--- config.mk ---
export PLATFORM = sky130hd
export DESIGN_NAME = apc_axis_ctrl
export DESIGN_NICKNAME = d
export VERILOG_FILES = /design/src/logic/apc_pkg.sv /design/src/logic/apc_axis_ctrl.sv
export SDC_FILE = /design/constraint.sdc
export NUM_CORES = 2
export LEC_CHECK = 0
export BUFFER_PORTS_ARGS = -buffer_cell sky130_fd_sc_hd__buf_4
export CAP_MARGIN = 20
export CELL_PAD_IN_SITES_DETAIL_PLACEMENT = 0
export CELL_PAD_IN_SITES_GLOBAL_PLACEMENT = 2
export CORE_MARGIN = 3
export CORE_UTILIZATION = 37
export DETAILED_ROUTE_END_ITERATION = 12
export GPL_ROUTABILITY_DRIVEN = 1
export MAX_ROUTING_LAYER = met4
export PLACE_DENSITY = 0.82
export SYNTH_ARGS = -nofsm -noshare
export SYNTH_HDL_FRONTEND = slang
export SYNTH_SLANG_ARGS = --single-unit
--- constraint.sdc ---
create_clock -name pclk -period 24.3 [get_ports pclk]
set_input_delay 4.86 -clock pclk [delete_from_list [all_inputs] [get_ports pclk]]
set_output_delay 4.86 -clock pclk [all_outputs]
set_load 0.01 [all_outputs]
--- src/logic/apc_pkg.sv ---
// Constants, register map and carrier types for the axis positioning controller.
// Assumes a 40 MHz APB clock shared by the whole block.
package apc_pkg;

  // ****************************************
  // Timing
  // ****************************************
  localparam int unsigned CLK_PERIOD_NS = 25;
  localparam int unsigned NS_PER_S = 1000000000;
  localparam int unsigned MS_NS = 1000000;
  localparam int unsigned CLK_HZ = NS_PER_S / CLK_PERIOD_NS;
  localparam int unsigned CYC_PER_MS = MS_NS / CLK_PERIOD_NS;
  localparam int unsigned BRAKE_NUM = 2000;
  localparam int unsigned SYNC_LAT = 3;

  // ****************************************
  // Widths and limits
  // ****************************************
  localparam int unsigned TBL_ENTRIES = 10;
  localparam int unsigned NUM_W = 4;
  localparam int unsigned SPEED_W = 18;
  localparam int unsigned TIME_W = 15;
  localparam int unsigned DWELL_W = 16;
  localparam int unsigned POS_W = 32;
  localparam int unsigned FEED_HALF = 16;
  localparam int unsigned PH_W = 27;
  localparam logic [SPEED_W-1:0] SPEED_MAX = 18'h30d40;
  localparam logic [SPEED_W-1:0] BIAS_RST = 18'h00000;

  // ****************************************
  // Register offsets and control bits
  // ****************************************
  localparam logic [7:0] OFF_CTRL = 8'h00;
  localparam logic [7:0] OFF_STATUS = 8'h04;
  localparam logic [7:0] OFF_FEED_LO = 8'h08;
  localparam logic [7:0] OFF_FEED_HI = 8'h0c;
  localparam logic [7:0] OFF_BIAS = 8'h10;
  localparam logic [7:0] OFF_LIMIT = 8'h14;
  localparam logic [7:0] OFF_CFG = 8'h18;
  localparam logic [7:0] OFF_GPIO = 8'h1c;
  localparam logic [7:0] OFF_METHOD = 8'h20;
  localparam logic [7:0] OFF_ACC = 8'h24;
  localparam logic [7:0] OFF_DEC = 8'h28;
  localparam logic [7:0] OFF_DWELL = 8'h2c;
  localparam logic [7:0] OFF_SPEED = 8'h30;
  localparam logic [7:0] OFF_TARGET = 8'h34;
  localparam logic [7:0] OFF_TSEL = 8'h38;
  localparam logic [7:0] OFF_TCOMMIT = 8'h3c;
  localparam int unsigned CTL_TBL = 0;
  localparam int unsigned CTL_DEV = 1;
  localparam int unsigned CTL_DUAL = 2;
  localparam int unsigned CTL_STOP = 3;
  localparam int unsigned CTL_NUM_LSB = 4;

  // ****************************************
  // Control methods and states
  // ****************************************
  localparam logic [2:0] M_NONE = 3'h0;
  localparam logic [2:0] M_ABS = 3'h1;
  localparam logic [2:0] M_INC = 3'h2;
  localparam logic [2:0] M_SPF = 3'h3;
  localparam logic [2:0] M_SPR = 3'h4;
  localparam logic [2:0] M_CHG = 3'h5;
  localparam logic [2:0] M_SVF = 3'h6;
  localparam logic [2:0] M_SVR = 3'h7;

  typedef enum {ST_IDLE, ST_RUN, ST_DECEL, ST_DWELL} apc_state_t;

  typedef struct packed {
    logic [2:0] method;
    logic [TIME_W-1:0] acc_ms;
    logic [TIME_W-1:0] dec_ms;
    logic [DWELL_W-1:0] dwell_ms;
    logic [SPEED_W-1:0] speed;
    logic [POS_W-1:0] target;
  } apc_entry_t;

  typedef struct packed {
    logic gp_out;
    logic rdy_en;
    logic lim_en;
    logic cw_ccw;
  } apc_cfg_t;

  typedef struct packed {
    logic partner;
    logic tool_en;
    logic ext;
    logic lower;
    logic upper;
    logic ready;
    logic dog;
    logic origin;
  } apc_pins_t;

endpackage : apc_pkg

--- src/logic/apc_axis_ctrl.sv ---
// Single-axis pulse/direction positioning controller with APB registers.
// Assumes pins arrive asynchronously and a partner axis shares the sync strobe.
//
// What this block does
// - Method none produces no motion
// - Position control moves to target, stops
// - Constant speed, then exact amount after command
// - Current value change overwrites feed, no pulses
// - Speed control runs until stop command
// - Ramp bias to command speed over acceleration
// - Ramp down to bias on end or stop
// - Complete flag only after dwell elapses
// - Speed above limit runs at limit
// - Speed below bias runs at bias
// - Absolute and change targets reference origin
// - Incremental amount is signed, sign gives direction
// - Speed control ignores target value
// - Unused control pins serve as general I/O
// - Ten stored entries per axis, tool loaded
// - Program cannot modify stored entries
// - Table start picks entry by number
// - Stored-data starts may start both axes together
// - Device-data start takes fresh data, single axis
// - Ramp times to 32767 ms, dwell to 65535 ms, speed to 200000
//
// Our own choices: the placing of the registers and register access over APB.
`timescale 1ns/1ps
module apc_axis_ctrl
  import apc_pkg::*;
#(
  parameter int unsigned NUM_ENTRIES = TBL_ENTRIES,
  parameter int unsigned CYC_MS = CYC_PER_MS
) (
  input wire logic pclk,
  input wire logic presetn,
  input wire logic ce,
  input wire logic psel,
  input wire logic penable,
  input wire logic pwrite,
  input wire logic [7:0] paddr,
  input wire logic [31:0] pwdata,
  output logic [31:0] prdata,
  output logic pready,
  output logic pslverr,
  input wire logic tool_load_en,
  input wire logic origin_in,
  input wire logic dog_in,
  input wire logic drive_ready_in,
  input wire logic upper_lim_in,
  input wire logic lower_lim_in,
  input wire logic ext_cmd_in,
  input wire logic sync_start_i,
  output logic sync_start_o,
  output logic dev_clear_o,
  output logic pulse_out_a,
  output logic pulse_out_b,
  output logic positioning_complete_flag
);

  // ****************************************
  // Pin synchronisers
  // ****************************************
  apc_pins_t raw;
  apc_pins_t meta_q;
  apc_pins_t sync_q;
  logic ext_q;
  logic partner_q;

  assign raw = apc_pins_t'({sync_start_i, tool_load_en, ext_cmd_in, lower_lim_in, upper_lim_in,
                            drive_ready_in, dog_in, origin_in});

  always_ff @(posedge pclk or negedge presetn) begin
    if (!presetn) begin
      meta_q <= '0;
      sync_q <= '0;
      ext_q <= 1'b0;
      partner_q <= 1'b0;
    end else if (ce) begin
      meta_q <= raw;
      sync_q <= meta_q;
      ext_q <= sync_q.ext;
      partner_q <= sync_q.partner;
    end
  end

  // ****************************************
  // APB registers
  // ****************************************
  logic wr;
  logic ctrl_wr;
  logic hit;
  logic [31:0] rd_d;
  logic [31:0] prdata_q;
  apc_cfg_t cfg_q;
  logic [SPEED_W-1:0] bias_q;
  logic [SPEED_W-1:0] limit_q;
  apc_entry_t stage_q;
  logic [NUM_W-1:0] tsel_q;
  logic [NUM_W-1:0] num_q;
  apc_entry_t table_q [NUM_ENTRIES];
  apc_state_t state_q;
  logic done_q;
  logic dir_q;
  logic posn_q;
  logic stopping_q;
  logic [POS_W-1:0] feed_q;

  assign wr = ce && psel && penable && pwrite;
  assign ctrl_wr = wr && paddr == OFF_CTRL;
  assign pready = 1'b1;
  assign pslverr = psel && penable && !hit;
  assign prdata = prdata_q;

  function automatic logic [SPEED_W-1:0] sat_speed(input logic [31:0] v);
    sat_speed = (v > 32'(SPEED_MAX)) ? SPEED_MAX : v[SPEED_W-1:0];
  endfunction : sat_speed

  always_ff @(posedge pclk or negedge presetn) begin
    if (!presetn) begin
      cfg_q <= '0;
      bias_q <= BIAS_RST;
      limit_q <= SPEED_MAX;
      stage_q <= '0;
      tsel_q <= '0;
      num_q <= '0;
    end else if (wr) begin
      case (paddr)
        OFF_CTRL: num_q <= pwdata[CTL_NUM_LSB +: NUM_W];
        OFF_BIAS: bias_q <= sat_speed(pwdata);
        OFF_LIMIT: limit_q <= sat_speed(pwdata);
        OFF_CFG: cfg_q <= apc_cfg_t'(pwdata[$bits(apc_cfg_t)-1:0]);
        OFF_METHOD: stage_q.method <= pwdata[2:0];
        OFF_ACC: stage_q.acc_ms <= pwdata[TIME_W-1:0];
        OFF_DEC: stage_q.dec_ms <= pwdata[TIME_W-1:0];
        OFF_DWELL: stage_q.dwell_ms <= pwdata[DWELL_W-1:0];
        OFF_SPEED: stage_q.speed <= sat_speed(pwdata);
        OFF_TARGET: stage_q.target <= pwdata;
        OFF_TSEL: tsel_q <= pwdata[NUM_W-1:0];
        default: begin
        end
      endcase
    end
  end

  // Stored entries change only while the tool load strap is high
  always_ff @(posedge pclk or negedge presetn) begin
    if (!presetn) begin
      for (int i = 0; i < NUM_ENTRIES; i++) begin
        table_q[i] <= '0;
      end
    end else if (wr && paddr == OFF_TCOMMIT && sync_q.tool_en && tsel_q < NUM_W'(NUM_ENTRIES)) begin
      table_q[tsel_q] <= stage_q;
    end
  end

  always_comb begin
    rd_d = '0;
    hit = 1'b1;
    case (paddr)
      OFF_CTRL: rd_d = 32'(num_q);
      OFF_STATUS: rd_d = 32'({stopping_q, posn_q, dir_q, state_q != ST_IDLE, done_q});
      OFF_FEED_LO: rd_d = 32'(feed_q[FEED_HALF-1:0]);
      OFF_FEED_HI: rd_d = 32'(feed_q[POS_W-1:FEED_HALF]);
      OFF_BIAS: rd_d = 32'(bias_q);
      OFF_LIMIT: rd_d = 32'(limit_q);
      OFF_CFG: rd_d = 32'(cfg_q);
      OFF_GPIO: rd_d = 32'(sync_q);
      OFF_METHOD: rd_d = 32'(stage_q.method);
      OFF_ACC: rd_d = 32'(stage_q.acc_ms);
      OFF_DEC: rd_d = 32'(stage_q.dec_ms);
      OFF_DWELL: rd_d = 32'(stage_q.dwell_ms);
      OFF_SPEED: rd_d = 32'(stage_q.speed);
      OFF_TARGET: rd_d = stage_q.target;
      OFF_TSEL: rd_d = 32'(tsel_q);
      OFF_TCOMMIT: rd_d = '0;
      default: hit = 1'b0;
    endcase
  end

  always_ff @(posedge pclk or negedge presetn) begin
    if (!presetn) begin
      prdata_q <= '0;
    end else if (ce && psel && !penable) begin
      prdata_q <= rd_d;
    end
  end

  // ****************************************
  // Start requests
  // ****************************************
  logic tbl_req_q;
  logic dev_req_q;
  logic sync_o_q;
  logic [SYNC_LAT-1:0] dly_q;
  logic go_tbl;
  logic go_ok;
  logic stop_req;
  apc_entry_t ent;
  logic [SPEED_W-1:0] sp_lim;
  logic [SPEED_W-1:0] sp_c;

  always_ff @(posedge pclk or negedge presetn) begin
    if (!presetn) begin
      tbl_req_q <= 1'b0;
      dev_req_q <= 1'b0;
      sync_o_q <= 1'b0;
      dly_q <= '0;
    end else if (ce) begin
      tbl_req_q <= ctrl_wr && pwdata[CTL_TBL];
      dev_req_q <= ctrl_wr && pwdata[CTL_DEV];
      sync_o_q <= ctrl_wr && pwdata[CTL_DUAL];
      dly_q <= {dly_q[SYNC_LAT-2:0], ctrl_wr && pwdata[CTL_DUAL]};
    end
  end

  assign sync_start_o = sync_o_q;
  assign stop_req = ctrl_wr && pwdata[CTL_STOP];
  // Own start is delayed to match the partner's synchroniser latency
  assign go_tbl = tbl_req_q || dly_q[SYNC_LAT-1] || (sync_q.partner && !partner_q);
  assign go_ok = ce && state_q == ST_IDLE && (dev_req_q || (go_tbl && num_q < NUM_W'(NUM_ENTRIES)));
  assign ent = dev_req_q ? stage_q : table_q[num_q];
  assign sp_lim = (ent.speed > limit_q) ? limit_q : ent.speed;
  assign sp_c = (sp_lim < bias_q) ? bias_q : sp_lim;

  // ****************************************
  // Motion engine
  // ****************************************
  apc_state_t state_d;
  logic [2:0] meth_q;
  logic [TIME_W-1:0] acc_t_q;
  logic [TIME_W-1:0] dec_t_q;
  logic [DWELL_W-1:0] dwell_q;
  logic [SPEED_W-1:0] sp_q;
  logic [SPEED_W-1:0] cur_q;
  logic [SPEED_W-1:0] eff;
  logic [31:0] err_q;
  logic [31:0] err_nx;
  logic [31:0] den;
  logic [POS_W-1:0] rem_q;
  logic [POS_W-1:0] diff;
  logic [PH_W-1:0] ph_q;
  logic [PH_W-1:0] ph_nx;
  logic lvl_q;
  logic moving;
  logic wrap;
  logic step;
  logic ramp_ev;
  logic fault;
  logic brake;
  logic sw_pos;
  logic [42:0] brake_l;
  logic [42:0] brake_r;
  logic [31:0] msc_q;
  logic [DWELL_W-1:0] dwc_q;
  logic tick;

  function automatic logic [POS_W-1:0] abs32(input logic [POS_W-1:0] v);
    abs32 = v[POS_W-1] ? (~v + POS_W'(1)) : v;
  endfunction : abs32

  assign moving = state_q == ST_RUN || state_q == ST_DECEL;
  assign eff = (posn_q && cur_q == '0) ? SPEED_W'(1) : cur_q;
  assign ph_nx = ph_q + PH_W'({eff, 1'b0});
  assign wrap = ph_nx >= PH_W'(CLK_HZ);
  assign step = moving && wrap && !lvl_q;
  assign den = (state_q == ST_DECEL ? 32'(dec_t_q) : 32'(acc_t_q)) * CYC_MS;
  assign err_nx = err_q + 32'(sp_q - bias_q);
  assign ramp_ev = err_nx >= den;
  assign diff = ent.target - feed_q;
  assign fault = (cfg_q.lim_en && (dir_q ? sync_q.upper : sync_q.lower))
              || (cfg_q.rdy_en && !sync_q.ready);
  assign brake_l = {11'h000, rem_q} * 43'(BRAKE_NUM);
  assign brake_r = 43'({1'b0, cur_q} + {1'b0, bias_q}) * 43'(dec_t_q);
  assign brake = posn_q && brake_l <= brake_r;
  assign sw_pos = !posn_q && (meth_q == M_SPF || meth_q == M_SPR) && sync_q.ext && !ext_q;
  assign tick = msc_q == CYC_MS - 32'd1;

  // Pulse rate generator, two phase steps per output pulse
  always_ff @(posedge pclk or negedge presetn) begin
    if (!presetn) begin
      ph_q <= '0;
      lvl_q <= 1'b0;
    end else if (ce) begin
      if (!moving) begin
        ph_q <= '0;
        lvl_q <= 1'b0;
      end else if (wrap) begin
        ph_q <= ph_nx - PH_W'(CLK_HZ);
        lvl_q <= !lvl_q;
      end else begin
        ph_q <= ph_nx;
      end
    end
  end

  // Dwell millisecond timer
  always_ff @(posedge pclk or negedge presetn) begin
    if (!presetn) begin
      msc_q <= '0;
      dwc_q <= '0;
    end else if (ce) begin
      if (state_q != ST_DWELL) begin
        msc_q <= '0;
        dwc_q <= '0;
      end else if (tick) begin
        msc_q <= '0;
        dwc_q <= dwc_q + DWELL_W'(1);
      end else begin
        msc_q <= msc_q + 32'd1;
      end
    end
  end

  always_ff @(posedge pclk or negedge presetn) begin
    if (!presetn) begin
      state_q <= ST_IDLE;
      meth_q <= M_NONE;
      acc_t_q <= '0;
      dec_t_q <= '0;
      dwell_q <= '0;
      sp_q <= '0;
      cur_q <= '0;
      err_q <= '0;
      rem_q <= '0;
      dir_q <= 1'b1;
      posn_q <= 1'b0;
      stopping_q <= 1'b0;
      feed_q <= '0;
      done_q <= 1'b0;
    end else if (ce) begin
      if (step && posn_q) begin
        rem_q <= rem_q - POS_W'(1);
        feed_q <= dir_q ? feed_q + POS_W'(1) : feed_q - POS_W'(1);
      end
      case (state_q)
        ST_IDLE: begin
          if (go_ok) begin
            meth_q <= ent.method;
            acc_t_q <= ent.acc_ms;
            dec_t_q <= ent.dec_ms;
            dwell_q <= ent.dwell_ms;
            sp_q <= sp_c;
            cur_q <= bias_q;
            err_q <= '0;
            stopping_q <= 1'b0;
            done_q <= 1'b0;
            case (ent.method)
              M_ABS: begin
                dir_q <= !diff[POS_W-1];
                rem_q <= abs32(diff);
                posn_q <= 1'b1;
                state_q <= (diff == '0) ? ST_DWELL : ST_RUN;
              end
              M_INC: begin
                dir_q <= !ent.target[POS_W-1];
                rem_q <= abs32(ent.target);
                posn_q <= 1'b1;
                state_q <= (ent.target == '0) ? ST_DWELL : ST_RUN;
              end
              M_SPF, M_SPR: begin
                dir_q <= ent.method == M_SPF;
                feed_q <= '0;
                rem_q <= ent.target[POS_W-1] ? '0 : ent.target;
                posn_q <= sync_q.ext;
                state_q <= ST_RUN;
              end
              M_CHG: begin
                feed_q <= ent.target;
                posn_q <= 1'b0;
                state_q <= ST_DWELL;
              end
              M_SVF, M_SVR: begin
                dir_q <= ent.method == M_SVF;
                feed_q <= '0;
                posn_q <= 1'b0;
                state_q <= ST_RUN;
              end
              default: state_q <= ST_IDLE;
            endcase
          end
        end
        ST_RUN: begin
          if (posn_q && rem_q == '0) begin
            cur_q <= '0;
            state_q <= ST_DWELL;
          end else if (stop_req || fault) begin
            stopping_q <= 1'b1;
            err_q <= '0;
            state_q <= ST_DECEL;
          end else if (brake) begin
            err_q <= '0;
            state_q <= ST_DECEL;
          end else if (sw_pos) begin
            posn_q <= 1'b1;
            if (cur_q < sp_q) begin
              sp_q <= cur_q;
            end
          end else if (cur_q > sp_q || den == '0) begin
            cur_q <= sp_q;
          end else if (cur_q < sp_q) begin
            if (ramp_ev) begin
              cur_q <= cur_q + SPEED_W'(1);
              err_q <= err_nx - den;
            end else begin
              err_q <= err_nx;
            end
          end
        end
        ST_DECEL: begin
          if (stop_req || fault) begin
            stopping_q <= 1'b1;
          end
          if (posn_q && rem_q == '0) begin
            cur_q <= '0;
            state_q <= stopping_q ? ST_IDLE : ST_DWELL;
          end else if (cur_q <= bias_q) begin
            if (stopping_q || !posn_q) begin
              cur_q <= '0;
              state_q <= ST_IDLE;
            end
          end else if (den == '0) begin
            cur_q <= bias_q;
          end else if (ramp_ev) begin
            cur_q <= cur_q - SPEED_W'(1);
            err_q <= err_nx - den;
          end else begin
            err_q <= err_nx;
          end
        end
        ST_DWELL: begin
          if (dwc_q >= dwell_q) begin
            done_q <= 1'b1;
            state_q <= ST_IDLE;
          end
        end
        default: state_q <= ST_IDLE;
      endcase
    end
  end

  // ****************************************
  // Output pins
  // ****************************************
  logic a_q;
  logic b_q;
  logic gp_q;

  always_ff @(posedge pclk or negedge presetn) begin
    if (!presetn) begin
      a_q <= 1'b0;
      b_q <= 1'b0;
      gp_q <= 1'b0;
    end else if (ce) begin
      a_q <= cfg_q.cw_ccw ? (dir_q && lvl_q) : lvl_q;
      b_q <= cfg_q.cw_ccw ? (!dir_q && lvl_q) : !dir_q;
      gp_q <= cfg_q.gp_out;
    end
  end

  assign pulse_out_a = a_q;
  assign pulse_out_b = b_q;
  assign dev_clear_o = gp_q;
  assign positioning_complete_flag = done_q;
endmodule : apc_axis_ctrl

# Word-level counts from Yosys, hierarchy flattened
# Index checks and enable logic that the tools add are counted.
[classes] add_sub_neg=16 n_mul=3 magnitude_cmp=15 eq_ne=56 n_mux=97 n_bitwise=4 reduce_logical=93
[ops] op="$bwmux 990" count=1
[ops] op="$mux 32" count=30
[ops] op="$pmux 32 s15" count=1
[ops] op="$mux 18" count=23
[ops] op="$bmux 99 s4" count=1
[ops] op="$demux 99 s4" count=1
[ops] op="$mux 99" count=4
[ops] op="$logic_not 32->1" count=6
[ops] op="$pmux 32 s3" count=2
[ops] op="$add 32x1->32 const B" count=4
[ops] op="$pmux 32 s4" count=1
[ops] op="$eq 32x2->1 const B" count=3
[ops] op="$eq 8x6->1 const B" count=8
[ops] op="$not 32->32" count=2
[ops] op="$pmux 32 s2" count=1
[ops] op="$sub 32x1->32 const B" count=2
[ops] op="$mux 27" count=2
[ops] op="$pmux 18 s3" count=1
[ops] op="$le 43x34->1" count=1
[ops] op="$mul 32x7->39 const B" count=1
[ops] op="$gt 18x18->1" count=2
[ops] op="$lt 18x18->1" count=2
[ops] op="$pmux 18 s2" count=1
[ops] op="$mul 19x15->34" count=1
[ops] op="other kinds (64)" count=183
[totals] regBits=1489 inputBits=54 out_inout_bits=39 elab_cells=402

# Longest topological paths before layout
[depth] word_depth=12 depth_mapped=55 mapped_depth_nobuf=52

# Worst setup path after synthesis
# Ideal clock, no wire load.
[synth_timing] kind="register -> register" from="reg bias_q[0]" to="reg err_q[4]" setup_time_ns=0.078 arrival_time_ns=10.794 required_time_ns=24.222 slack_ns=13.428 path_stages_with_launch=51 path_buffers=3 synth_period_minus_slack_ns=10.872 cell_sequence="dfrtp_1 ha_1 inv_1 fa_1 o21bai_1 a21oi_1 o21bai_1 a21oi_1 o21bai_1 a21oi_1 o21ai_0 a221oi_1 o21bai_1 a21o_1 a21o_1 xnor2_1 clkbuf_1 nand2_1 (+15 left out) o31a_1 o21ai_0 a21oi_1 xnor2_1 ha_1 nand3_1 or4_1 o211ai_1 a21oi_1 a311o_1 nor4_1 o211ai_1 nand3_1 mux2i_1 or3_1 clkbuf_1 buf_2 o2bb2ai_1"
[synth_via] elab_chain_len=11 word_cells_on_any_way=25 classes_between="4 x add/sub; 1 x mul; 3 x order compare; 4 x eq/ne; 11 x mux; 2 x reduce/logical"
[synth_lines] item="start: declaration" line_no="apc_axis_ctrl.sv:95" rtl="logic [SPEED_W-1:0] bias_q;"
[synth_lines] item="start signal: assignment" line_no="apc_axis_ctrl.sv:129" rtl="OFF_BIAS: bias_q <= sat_speed(pwdata);"
[synth_lines] item="parallel branches: the longest is 11 deep, another holds $le 43x34->1"
[synth_lines] item="end signal: assignment" line_no="apc_axis_ctrl.sv:403" rtl="err_q <= err_nx - den;"
[synth_lines] item="end signal: assignment" line_no="apc_axis_ctrl.sv:405" rtl="err_q <= err_nx;"
[synth_lines] item="end signal: assignment" line_no="apc_axis_ctrl.sv:425" rtl="err_q <= err_nx - den;"
[synth_lines] item="end: declaration" line_no="apc_axis_ctrl.sv:236" rtl="logic [31:0] err_q;"
# Parallel ways; which one is timed is not known. The select of a mux whose other input is x is not followed.
# A chain may end at the register's enable or synchronous reset.

# Worst setup path after layout
[layout_timing] from="reg bias_q[0]" to="reg err_q[27]"
# The elaborated chain is that of the path after synthesis.

==> metrics <==
r2r startpoint bias_q[0]$_DFFE_PN0P_; setup violators final 0; Int Power 5.17 mW; Hold Vio Cnt, Final 0; Post-DRT Antenna Nets 0; Yosys reg bits 1457; Via Count 73000; area post-placement 0.103 mm²; CP delay by family, top adder cells; clock buffer depth 3; Slowest cell on crit path fa_1; Starting Density 0.373; Core Area 0.266 mm²; # clock sinks 1457; area leader, netlist dfrtp_1; most frequent cell after synthesis dfrtp_1; Cell variety after synth 96; GR peak layer met2; clock share of power 0.298; Synth Cell Area 0.0990 mm²; crit path launch type register; Crit. Startpoint bias_q[0]$_DFFE_PN0P_; Root Buffer clkbuf_16; Total Wirelength 316 mm; Psw 3.17 mW; Rel. slew slack 0.225; sequential element share of the synthesized area 0.368; unrepaired setup endpoints after global routing no; postcts setup bufs 0; sequential power share 0.304; LEAKAGE 51.9 nW; Final Skew 0.0581 ns; die width 523 µm; Worst Path Class, Setup register to register; global route overflow 0; met3 Usage GRT 0.0269; final period utilization 0.524; CTS Hold Bufs 0; Worst EP arrival 13.49 ns; Hold/Removal Path Class register to register; Hold Path Origin table_q[623]$_DFFE_PN0P_; fin area 0.109 mm²; Post-Synthesis Cells 9330; min Tclk post-route 12.73 ns; number of flops mapped to enable cells by yosys 0; CTS tree built; power per cell area 76.5 mW/mm²; Bufs and invs on worst path 7; yosys warns 0; max-slew violation count 0; met2 usage 0.374; ys async rst share 1.00; MaxCap Viol Count 0; Clock transition at path regs 0.06 ns; via density per instance 5.68; most frequent CP cell fa_1; Synth area leaders dfrtp_1 (37%), mux2_2 (12%), fa_1 (7.6%); Setup crit end kind register; Top Ports 93; share of layout cells above drive strength 1 0.198; CP max FO 24; post-CTS sizing 0; Total GRT Usage 0.235; Post-DP HPWL 227 mm; Peak VDD IR 0.102 mV; commonest cells in the netlist dfrtp_1 (1450), mux2_2 (1035), nand2_1 (875); TritonRoute pass-1 iters 6; Clk Latency, worst-skew pair 0.85 ns; Residual DRC 0; sw frac 0.380; Comb pwr share 0.398; Worst-Margin Slew 1.16 ns; CTS H-tree lvls 4; TNS Setup 0 ns; routing usage on met1 0.308; Initial DRC Count 6150; ys flop type dfrtp_1; outcome complete, no violations; vias in the first global route 73900; number of port buffers 91; TritonCTS buffer count 161; Slowest Stage Delay on Critical Path 0.54 ns; Die Ht 523 µm; initial antenna violation count 13; first-pass GRT wire length 477 mm; area grow syn2layout 10.1%; CP required 25.06 ns; Fmax 78.5 MHz; nets 10200; FP Rows 189; Mapped Nets 10300; Synth Area per Inst 10.6 µm²; Synth top area share 0.367; Die ar. 0.274 mm²; largest net degree at the start of global routing 119; wire per inst 24.6 µm; placer congestion estimate 0.943
==> routing by layer <==
layer,routed length [µm],share of wire
met1,138000,0.44
met2,150000,0.47
met3,15000,0.048
met4,12900,0.041
met5,0,0
==> worst paths after layout <==
kind | endpoint | slack [ns] | cells past startpoint
hold reg to reg | table_q[623]$_DFFE_PN0P_ | 0.46 | 2
setup / recovery | err_q[27]$_DFFE_PN0P_ | 11.57 | 50
hold / removal | table_q[623]$_DFFE_PN0P_ | 0.46 | 2
max in group asynchronous | table_q[355]$_DFFE_PN0P_ | 16.75 | 4
setup reg to reg | err_q[27]$_DFFE_PN0P_ | 11.57 | 50
min in group asynchronous | rem_q[19]$_DFFE_PN0P_ | 3.92 | 1
==> power by group through the flow <==
stage	combinational (mW)	sequential, mW	clock, mW
after global placement	3.27	2.58	0
after floorplan	2.42	2.53	0
after detailed placement	3.29	2.58	0
after CTS	3.31	2.54	2.53
after global routing	3.71	2.54	2.63
final	3.32	2.54	2.48
==> placed cells by master, fill, tap and decap left out, types with 24 or more instances in the layout <==
cell	count
xnor2_1	198
clkbuf_8	35
a21o_1	151
clkinv_2	24
and2_1	165
a222oi_1	25
a211oi_1	45
nand3_1	128
dfrtp_1	1445
a21oi_1	379
nand4_1	72
nand2_1	868
a221oi_1	57
a31oi_1	53
a22oi_1	56
nor4_1	24
clkbuf_1	43
inv_1	698
o21a_1	60
nor3_1	85
a22o_1	38
or3_1	42
o2bb2ai_1	44
fa_1	376
mux4_2	181
o221ai_1	112
nor2b_1	76
nor2_1	387
xor2_1	132
clkbuf_16	162
o211ai_1	31
o21ai_0	385
o21bai_1	44
mux2i_1	270
ha_1	585
mux2_2	1035
and3_1	73
nand2b_1	58
o31ai_1	29
buf_4	261
==> worst reg2reg max path, delay by kind of cell, from the launching register on <==
| kind | cells | cell delay (ns) |
|---|---|---|
| multiplexers | 1 | 0.09 |
| buffers and inverters | 7 | 0.71 |
| AND/OR/NAND/NOR | 11 | 2.81 |
| flip-flops | 1 | 0.48 |
| XOR/XNOR | 1 | 0.09 |
| adder cells (fa/ha/maj) | 10 | 4.25 |
| AO/OA/AOI/OAI | 20 | 4.18 |
==> state kept, by name (all words and copies together) (netlist names), 26 cells and up <==
| signal | cells |
|---|---|
| err_q | 32 |
| feed_q | 32 |
| msc_q | 32 |
| ph_q | 26 |
| prdata | 32 |
| rem_q | 32 |
| stage_q | 99 |
| table_q | 990 |
==> through the flow <==
step	total power, mW	setup WS (ns)	util	instances	hold WS [ns]
after global placement	5.85	11.38	0.389	12500	0.444
after global routing	8.87	10.67	0.410	12900	0.480
after detailed placement	5.87	11.17	0.389	12500	0.451
after CTS	8.38	11.09	0.409	12800	0.464
final	8.34	11.57	0.410	12900	0.462
after floorplan	4.95	13.43	-	9330	0.434
==> final cells by class <==
class	count	area, µm²
fill	25200	157000
multi-input combinational	6587	57800
sequential	1457	36500
clock buffer	240	4700
tap	3533	4420
inverter	701	2640
timing repair buffer	279	2360
clock inverter	51	607
antenna	11	27.5
==> kinds of logic (layout without fill, tap and decap cells) <==
| group | Yosys count | in the layout | synth area share |
|---|---|---|---|
| simple gates | 2090 | 2090 | 0.0990 |
| compound gates | 1716 | 1716 | 0.117 |
| mux | 1486 | 1486 | 0.186 |
| flops | 1457 | 1457 | 0.368 |
| buf+inv | 1286 | 1271 | 0.0502 |
| fa+ha+maj | 961 | 961 | 0.150 |
| xor+xnor | 333 | 333 | 0.0295 |
| other cells | 1 | 12 | 0.0000379 |
Power figures use the tool's default switching activity.
